==> src/shared/bsf_pkg.sv <==
// Overview of operation
// - I/O bit clear, two cycles, forces bit zero
// - Shift left, zero into bit 0
// - Shift right, zero into bit 7
// - Rotate left through carry
// - Rotate right through carry
// - Arithmetic right shift keeps sign bit
// - Swap register nibbles in one cycle
// - Set or clear status flag selected by field
// - Copy register bit b into transfer flag
// - Copy transfer flag into register bit b
// - Carry flag set and clear
// - Negative flag set and clear
// - Zero flag set and clear
// - Global interrupt enable set and clear
// - Signed test flag set and clear
// - Overflow flag set and clear
// - Transfer flag set and clear
// - Half-carry flag set and clear
// - Shifts update zero, carry, negative, overflow
package bsf_pkg;

    // ----------------------------------------------------------------
    // Widths and bit positions
    // ----------------------------------------------------------------
    localparam int DATA_W = 8;
    localparam int BIT_SEL_W = 3;
    localparam int IO_ADDR_W = 5;
    localparam int MSB = 7;
    localparam int NIB_W = 4;
    localparam logic [7:0] LSB_ONE = 8'h01;
    localparam logic [7:0] DATA_ZERO = 8'h00;

    // ----------------------------------------------------------------
    // Status flag positions and reset value
    // ----------------------------------------------------------------
    localparam logic [2:0] FLAG_C = 3'h0;
    localparam logic [2:0] FLAG_Z = 3'h1;
    localparam logic [2:0] FLAG_N = 3'h2;
    localparam logic [2:0] FLAG_V = 3'h3;
    localparam logic [2:0] FLAG_S = 3'h4;
    localparam logic [2:0] FLAG_H = 3'h5;
    localparam logic [2:0] FLAG_T = 3'h6;
    localparam logic [2:0] FLAG_I = 3'h7;
    localparam logic [7:0] STATUS_RST = 8'h00;

    // ----------------------------------------------------------------
    // Operations and sequencer states
    // ----------------------------------------------------------------
    typedef enum logic [3:0] {
        BSF_OP_NONE,
        BSF_OP_IO_CLR,
        BSF_OP_LSL,
        BSF_OP_LSR,
        BSF_OP_ROL,
        BSF_OP_ROR,
        BSF_OP_ASR,
        BSF_OP_SWAP,
        BSF_OP_FSET,
        BSF_OP_FCLR,
        BSF_OP_TSTORE,
        BSF_OP_TLOAD
    } bsf_op_t;

    typedef enum logic {
        BSF_ST_IDLE,
        BSF_ST_IO_WR
    } bsf_state_t;

endpackage

==> src/hw/bsf_shift_unit.sv <==
`timescale 1ns/1ns
module bsf_shift_unit
    import bsf_pkg::*;
(
    input wire bsf_op_t op,
    input wire logic [7:0] din,
    input wire logic cin,
    output logic [7:0] dout,
    output logic cout,
    output logic is_shift
);

    // ----------------------------------------------------------------
    // Shift, rotate and swap datapath
    // ----------------------------------------------------------------
    always_comb
    begin
        dout = din;
        cout = cin;
        is_shift = 1'b1;
        unique case (op)
            BSF_OP_LSL:
            begin
                dout = {din[MSB-1:0], 1'b0};
                cout = din[MSB];
            end
            BSF_OP_LSR:
            begin
                dout = {1'b0, din[MSB:1]};
                cout = din[0];
            end
            BSF_OP_ROL:
            begin
                dout = {din[MSB-1:0], cin};
                cout = din[MSB];
            end
            BSF_OP_ROR:
            begin
                dout = {cin, din[MSB:1]};
                cout = din[0];
            end
            BSF_OP_ASR:
            begin
                dout = {din[MSB], din[MSB:1]};
                cout = din[0];
            end
            BSF_OP_SWAP:
            begin
                dout = {din[NIB_W-1:0], din[MSB:NIB_W]};
                is_shift = 1'b0;
            end
            default:
            begin
                is_shift = 1'b0;
            end
        endcase
    end

endmodule

==> src/hw/bsf_core.sv <==
`timescale 1ns/1ns
module bsf_core
    import bsf_pkg::*;
(
    input wire logic clk_sys,
    input wire logic srst,
    input wire logic clk_en,
    input wire logic op_valid,
    input wire bsf_op_t op_code,
    input wire logic [BIT_SEL_W-1:0] op_bit,
    input wire logic [BIT_SEL_W-1:0] op_flag_sel,
    input wire logic [IO_ADDR_W-1:0] op_io_addr,
    input wire logic [7:0] rd_data,
    input wire logic [7:0] io_data,
    output logic [7:0] rd_result_q,
    output logic rd_wr_q,
    output logic io_rd_q,
    output logic io_wr_q,
    output logic [IO_ADDR_W-1:0] io_addr_q,
    output logic [7:0] io_wdata_q,
    output logic [7:0] status_q,
    output logic busy_q,
    output logic done_q
);

    // ----------------------------------------------------------------
    // Decode
    // ----------------------------------------------------------------
    bsf_state_t state_q;
    bsf_state_t state_d;
    logic [BIT_SEL_W-1:0] io_bit_q;
    logic [7:0] sh_out;
    logic sh_cout;
    logic sh_is;

    // An operation is taken only when idle and enabled
    wire accept = op_valid && clk_en && (state_q == BSF_ST_IDLE);
    wire acc_io = accept && (op_code == BSF_OP_IO_CLR);
    wire acc_sh = accept && sh_is;
    wire acc_swap = accept && (op_code == BSF_OP_SWAP);
    wire acc_fset = accept && (op_code == BSF_OP_FSET);
    wire acc_fclr = accept && (op_code == BSF_OP_FCLR);
    wire acc_tst = accept && (op_code == BSF_OP_TSTORE);
    wire acc_tld = accept && (op_code == BSF_OP_TLOAD);
    wire io_phase2 = clk_en && (state_q == BSF_ST_IO_WR);
    wire [7:0] flag_mask = LSB_ONE << op_flag_sel;
    wire [7:0] bit_mask = LSB_ONE << op_bit;
    wire [7:0] io_clr_mask = ~(LSB_ONE << io_bit_q);
    wire [7:0] tld_val = status_q[FLAG_T] ? (rd_data | bit_mask) : (rd_data & ~bit_mask);
    wire sh_zero = (sh_out == DATA_ZERO);
    wire sh_neg = sh_out[MSB];

    bsf_shift_unit u_shift (
        .op(op_code),
        .din(rd_data),
        .cin(status_q[FLAG_C]),
        .dout(sh_out),
        .cout(sh_cout),
        .is_shift(sh_is)
    );

    // ----------------------------------------------------------------
    // Next status value
    // ----------------------------------------------------------------
    logic [7:0] status_d;
    always_comb
    begin
        status_d = status_q;
        if (acc_sh)
        begin
            status_d[FLAG_C] = sh_cout;
            status_d[FLAG_Z] = sh_zero;
            status_d[FLAG_N] = sh_neg;
            status_d[FLAG_V] = sh_neg ^ sh_cout;
        end
        else if (acc_fset)
            status_d = status_q | flag_mask;
        else if (acc_fclr)
            status_d = status_q & ~flag_mask;
        else if (acc_tst)
            status_d[FLAG_T] = rd_data[op_bit];
    end

    // Sequencer for the two-cycle I/O read-modify-write
    always_comb
    begin
        state_d = state_q;
        unique case (state_q)
            BSF_ST_IDLE:
                if (acc_io)
                    state_d = BSF_ST_IO_WR;
            BSF_ST_IO_WR:
                if (clk_en)
                    state_d = BSF_ST_IDLE;
        endcase
    end

    // ----------------------------------------------------------------
    // Registers
    // ----------------------------------------------------------------
    // Sequencer and status flags
    always_ff @(posedge clk_sys)
    begin
        if (srst)
        begin
            state_q <= BSF_ST_IDLE;
            status_q <= STATUS_RST;
        end
        else if (clk_en)
        begin
            state_q <= state_d;
            status_q <= status_d;
        end
    end

    // Register file write-back
    always_ff @(posedge clk_sys)
    begin
        if (srst)
        begin
            rd_wr_q <= 1'b0;
            rd_result_q <= DATA_ZERO;
        end
        else if (clk_en)
        begin
            rd_wr_q <= acc_sh || acc_swap || acc_tld;
            if (acc_sh || acc_swap)
                rd_result_q <= sh_out;
            else if (acc_tld)
                rd_result_q <= tld_val;
        end
    end

    // I/O read then write of the addressed location
    always_ff @(posedge clk_sys)
    begin
        if (srst)
        begin
            io_rd_q <= 1'b0;
            io_wr_q <= 1'b0;
            io_addr_q <= '0;
            io_wdata_q <= DATA_ZERO;
            io_bit_q <= '0;
        end
        else if (clk_en)
        begin
            io_rd_q <= acc_io;
            io_wr_q <= io_phase2;
            if (acc_io)
            begin
                io_addr_q <= op_io_addr;
                io_bit_q <= op_bit;
            end
            if (io_phase2)
                io_wdata_q <= io_data & io_clr_mask;
        end
    end

    // Busy and completion strobes
    always_ff @(posedge clk_sys)
    begin
        if (srst)
        begin
            busy_q <= 1'b0;
            done_q <= 1'b0;
        end
        else if (clk_en)
        begin
            busy_q <= acc_io;
            done_q <= (accept && !acc_io && (op_code != BSF_OP_NONE)) || io_phase2;
        end
    end
endmodule

==> config.mk <==
export PLATFORM = sky130hd
export DESIGN_NAME = bsf_core
export DESIGN_NICKNAME = d
export VERILOG_FILES = /design/src/shared/bsf_pkg.sv /design/src/hw/bsf_shift_unit.sv /design/src/hw/bsf_core.sv
export SDC_FILE = /design/constraint.sdc
export NUM_CORES = 1
export LEC_CHECK = 0
export ABC_AREA = 1
export BUFFER_PORTS_ARGS = -buffer_cell sky130_fd_sc_hd__buf_2
export CAP_MARGIN = 10
export CORE_MARGIN = 2
export CORE_UTILIZATION = 50
export DETAILED_ROUTE_END_ITERATION = 7
export GPL_TIMING_DRIVEN = 1
export PLACE_DENSITY = 0.77
export SYNTH_ARGS = -nofsm -noshare
export SYNTH_HDL_FRONTEND = slang
export SYNTH_SLANG_ARGS = --single-unit
==> constraint.sdc <==
create_clock -name clk_sys -period 2.89 [get_ports clk_sys]
set_clock_uncertainty 0.2 [all_clocks]
set_input_delay 0.289 -clock clk_sys [delete_from_list [all_inputs] [get_ports clk_sys]]
set_output_delay 0.289 -clock clk_sys [all_outputs]
set_load 0.05 [all_outputs]
==> results of run 1 <==
## layout make-up
type	instances	area share [%]
multi-input combinational	308	50.9
sequential	37	25.7
timing repair buffer	68	11.8
inverter	36	4.68
clock buffer	7	2.99
tap	67	2.91
clock inverter	1	1.04
## cells in the final DEF, fill, tap and decap left out, types with 3 or more instances in the layout
cell type  Yosys  routed
a21oi_1       30      30
a31oi_1        3       3
buf_2          5      68
clkbuf_8       0       6
dfxtp_1       37      37
inv_1         29      29
inv_2          7       7
nand2_1      130     130
nand2_2        3       3
nand3_1       33      33
nor2_1        32      32
nor2_2        10      10
nor4_2         3       3
o21ai_0       33      33
o21ai_1        3       3
o31ai_1        9       9
## cells by family (layout without fill, tap and decap cells)
family | Yosys count | after routing
buffers and inverters | 58 | 112
AOI/OAI and AO/OA | 86 | 86
and+or+nand+nor | 222 | 222
DFF | 37 | 37
## layer usage
layer	GRT usage [%]	wire length (um)
met4	6.55	107
met2	41.8	3250
met5	0	0
met3	6.23	459
met1	31.9	3010
## worst max path at each step
| stage | slack, ns | cells past startpoint | from | end |
|---|---|---|---|---|
| 2_1_floorplan | 1.32 | 4 | status_q[6] | rd_result_q[3] |
| 3_3_place_gp | 0.95 | 7 | op_code[1] | rd_result_q[7] |
| 3_5_place_dp | 0.83 | 7 | op_code[1] | rd_result_q[3] |
| 4_1_cts | 1.03 | 7 | state_q | rd_result_q[3] |
| 5_1_grt | 0.86 | 7 | state_q | rd_result_q[3] |
| 6_report | 1.04 | 7 | state_q | rd_result_q[3] |
## worst max-delay path, stage by stage (launching register included)
cell	delay [ns]
dfxtp_1	0.33
nor2_2	0.21
inv_1	0.08
nor2_2	0.37
a21oi_4	0.10
inv_2	0.17
o21ai_0	0.11
a31oi_1	0.20
## power groups by stage
| stage | Combinational [uW] | Sequential (uW) | Clock [uW] |
|---|---|---|---|
| final | 246 | 527 | 469 |
| after global routing | 270 | 528 | 494 |
| after CTS | 243 | 527 | 478 |
| after detailed placement | 243 | 539 | 0 |
| after global placement | 239 | 539 | 0 |
| after floorplan | 145 | 573 | 0 |
## stage by stage
| step | util [%] | instance area [um2] |
|---|---|---|
| 6_report | 60.7 | 2890 |
| 5_1_grt | 60.7 | 2890 |
| 2_1_floorplan | - | 2470 |
| 4_1_cts | 60.7 | 2890 |
| 3_3_place_gp | 58.2 | 2770 |
| 3_5_place_dp | 58.2 | 2770 |
==> flow_metrics.tcl, run 1 <==
set metrics [dict create \
    status "finished clean" \
    dieHeight_um 74.3 \
    intPower_uw 872 \
    netlist_area_mm2 0.00247 \
    r2r_slack_ns 1.04 \
    cts_tree "done" \
    cp_max_fo 11 \
    diodes 0 \
    p_total_uw 1240 \
    dp_cells 516 \
    setup_ws_ns 1.04 \
    synth_common_cells "nand2_1, dfxtp_1, nand3_1, o21ai_0, nor2_1" \
    p_seq_share_pct 42.4 \
    min_period_over_period_pct 63.9 \
    place.gp.congestion 0.878 \
    worstHoldStart "io_data[7]" \
    multi_input_area_mm2 0.00147 \
    yosysMostFrequentCell "nand2_1" \
    via_per_inst 5.32 \
    max_slew_margin_pct 52.6 \
    fp.dieW_um 74.3 \
    drt_first_pass_iters 5 \
    worstSetupPathType "reg2reg" \
    syn_to_final_growth_pct 16.9 \
    core-area_mm2 0.00475 \
    final_nets 491 \
    worstRegToRegCells 7 \
    synth_compound_area_share_pct 19.8 \
    period_needed_ns 1.85 \
    antenna_found_initial 0 \
    ir_drop_v 0.000300 \
    final_cells 524 \
    synth_xor_area_share_pct 0 \
    fillers 491 \
    synth-seq-cells 37 \
    setup_tns_ns 0 \
    vias 2786 \
    timing.rr.end "rd_result_q[3]" \
    endpoint_kind "flip-flop" \
    portBuffers 68 \
    syn_avg_cell_area_um2 6.13 \
    worstSetupStartpointType "flip-flop" \
    hp-class "in2reg" \
    post_cts_buffers 0 \
    rows 25 \
    synth_cell_types 33 \
    clock_latency_ns 0.29 \
    synth_flop_cell "dfxtp_1" \
    root_buffer "clkbuf_8" \
    yosysTopAreaCell "dfxtp_1" \
    p_leak_uw 0.00141 \
    drc 0 \
    synthTopCellsByArea "dfxtp_1, nand2_1, nand3_1, o21ai_0, a21oi_1" \
    finalHoldViolCount 0 \
    whs_path_depth 3 \
    hold_slack_ns 0.0426 \
    muxShareOfSynthArea_pct 0 \
    p_switching_uw 370 \
    gr-total-overflow 0 \
    finalMaxSlewViolations 0 \
    finalSetupViolCount 0 \
    hpwl_mm 5.13 \
    maxCapViolations 0 \
    async_reset_ff_share_pct 0 \
    drive_gt1_share_pct 22.8 \
    initialDrtViolationCount 210 \
    power_switching_share_pct 29.8 \
    rsz0062_at_grt "false" \
    cts.clk_slew.worst_paths_ns 0.07 \
    pwr-share-clk_pct 37.7 \
    grt_max_degree 29 \
    grtUsageTotal_pct 24.8 \
    synth-simple-area-share_pct 39.7 \
    synth-adder-area-share_pct 0 \
    combPwrFrac_pct 19.8 \
    synth_top_family_by_area "simple AND/OR/NAND/NOR gates" \
    preCtsSetupSlack_ns 0.826 \
    wl_per_cell_um 13.0 \
    cts_resized 0 \
    syn-instance-count 403 \
    synth_edf_count 0 \
    regArea_um2 741 \
    ctsHoldBuffers 0 \
    grt_pass1_vias 2385 \
    synth_nets 438 \
    dieArea_mm2 0.00552 \
    cts.path.max_buffers 2 \
    tightest_slew_ns 0.710 \
    whs_endpoint "io_wdata_q[7]" \
    ioPinCount 69 \
    ant_nets 0 \
    clock-sinks 37 \
    yosysWarningCount 0 \
    wl_mm 6.82 \
    fmax_mhz 542 \
    cts_max_level 2 \
    rr_startpoint "state_q" \
    cts_inserted_buffers 5 \
    cp.required_ns 2.91 \
    cp.arrival_ns 1.87 \
    yosysSeqAreaShare_pct 30.0 \
    start_util_pct 51.9 \
    grt_pass1_wl_mm 10.6 \
    synth_top_area_share_pct 30.0 \
    power_density_mw_per_mm2 430 \
]
No activity file was read; power rests on OpenSTA's default activity.
==> inputs of run 2 (changes only) <==
==> constraint.sdc (replaced) <==
create_clock -name clk_sys -period 1.9 [get_ports clk_sys]
set_clock_uncertainty 0.2 [all_clocks]
set_input_delay 0.19 -clock clk_sys [delete_from_list [all_inputs] [get_ports clk_sys]]
set_output_delay 0.19 -clock clk_sys [all_outputs]
set_load 0.05 [all_outputs]
==> run 2 against run 1 <==
Effect of this change:
- clock power is 76% higher
- first-iteration DRC count is 0.48% lower
- sequential power is 52% higher
- sequential share of layout area is 1.6 points lower
- routed wire length is 0.45% higher
- critical path depth stayed put
- via count is 3.6% higher
- die area stayed put
- clock-buffer cell count is 2 lower
- combinational power is 62% higher
==> flow_metrics.tcl, run 2 (synthesis gave the netlist of run 1 again) <==
set metrics [dict create \
    dieArea_mm2 0.00552 \
    drc 0 \
    via_per_inst 5.32 \
    cts.path.max_buffers 2 \
    worstSetupStartpointType "flip-flop" \
    drt_first_pass_iters 5 \
    post-route-util_pct 64.8 \
    ant_nets 0 \
    min_period_over_period_pct 91.3 \
    power_density_mw_per_mm2 658 \
    hpwl_mm 5.00 \
    setup_tns_ns 0 \
    dp_cells 518 \
    tightest_slew_ns 0.470 \
    wl_mm 6.85 \
    portBuffers 68 \
    cts_inserted_buffers 5 \
    gr-total-overflow 0 \
    cts.clk_slew.worst_paths_ns 0.08 \
    clock_latency_ns 0.29 \
    max_slew_margin_pct 68.7 \
    place.gp.congestion 0.936 \
    core-area_mm2 0.00475 \
    setup_ws_ns 0.166 \
    finalMaxSlewViolations 0 \
    ir_drop_v 0.000654 \
    clock-sinks 37 \
    grtUsageTotal_pct 25.6 \
    endpoint_kind "flip-flop" \
    cp_max_fo 4 \
    worstSetupPathType "reg2reg" \
    drive_gt1_share_pct 22.5 \
    cp.required_ns 1.92 \
    finalSetupViolCount 0 \
    finalHoldViolCount 0 \
    wl_per_cell_um 12.6 \
    maxCapViolations 0 \
    ioPinCount 69 \
    cts_max_level 2 \
    syn_to_final_growth_pct 24.8 \
    status "finished clean" \
    dieHeight_um 74.3 \
    rsz0062_at_grt "false" \
    final_cells 542 \
    fmax_mhz 577 \
    diodes 0 \
    start_util_pct 51.9 \
    grt_pass1_wl_mm 11.2 \
    p_leak_uw 0.00150 \
    post_cts_buffers 0 \
    fp.dieW_um 74.3 \
    preCtsSetupSlack_ns 0.0191 \
    hp-class "in2reg" \
    rows 25 \
    vias 2886 \
    final_nets 509 \
    period_needed_ns 1.73 \
    grt_pass1_vias 2503 \
    grt_max_degree 18 \
    final_common_cell "nand2_1" \
    mostFrequentLayoutCells "nand2_1, buf_2, dfxtp_1" \
    initialDrtViolationCount 209 \
    root_buffer "clkbuf_8" \
    cp.arrival_ns 1.76 \
    cts_tree "done" \
    antenna_found_initial 0 \
]
==> run 2: area by class of cell <==
type | instances | area [um2]
fillers | 441 | 1670
clock inverters | 3 | 68.8
clock buffers | 5 | 68.8
multi-input cells | 308 | 1470
well taps | 67 | 83.8
inverters | 36 | 135
repair buffers | 86 | 515
flip-flops and latches | 37 | 741
==> run 2: stage by stage <==
| step | power (uW) | hold slack, ns | instance area [um2] |
|---|---|---|---|
| floorplan | 1090 | 0.136 | 2470 |
| global placement | 1190 | 0.243 | 2780 |
| detailed placement | 1190 | 0.250 | 2780 |
| CTS | 2030 | 0.0318 | 3080 |
| global route | 2120 | 0.0473 | 3080 |
| finish | 2030 | 0.0392 | 3080 |
==> run 2: repair_timing <==
action / 4_1_cts / 5_1_grt
endpoints found under the hold margin: 21 / 0
hold buffers: 16 / 0
gates resized for setup: 0 / 0
==> run 2: critical path, stage by stage, from the launching register on <==
cell and delay [ns]:
dfxtp_1 0.33, nor2_2 0.21, nand3_2 0.13, inv_1 0.19, nand2_1 0.14, nor4_1 0.26
nor2_1 0.09, a21oi_1 0.14
==> run 2: metal layers <==
| layer | share of wire [%] | track usage [%] | up-vias |
|---|---|---|---|
| met5 | 0 | 0 | - |
| met2 | 49 | 44.6 | 119 |
| met4 | 0.41 | 4.56 | 0 |
| li1 | - | - | 1458 |
| met1 | 45 | 33.9 | 1305 |
| met3 | 6.5 | 4.34 | 4 |
==> run 2: where the power goes <==
group	total, uW	internal (uW)	switching [uW]
combinational	399	129	270
clock	827	529	298
sequential	802	792	9.71
total	2030	1450	578
==> run 2: path summary, 6_finish.rpt <==
path / from / end / slack, ns / cells past startpoint
worst max-delay path: state_q / flip-flop / 0.17 / 7
worst max register to register: state_q / flip-flop / 0.17 / 7
worst min register to register: rd_result_q[5] / rd_result_q[5] / 0.27 / 2
worst min-delay path: op_code[0] / flip-flop / 0.04 / 2
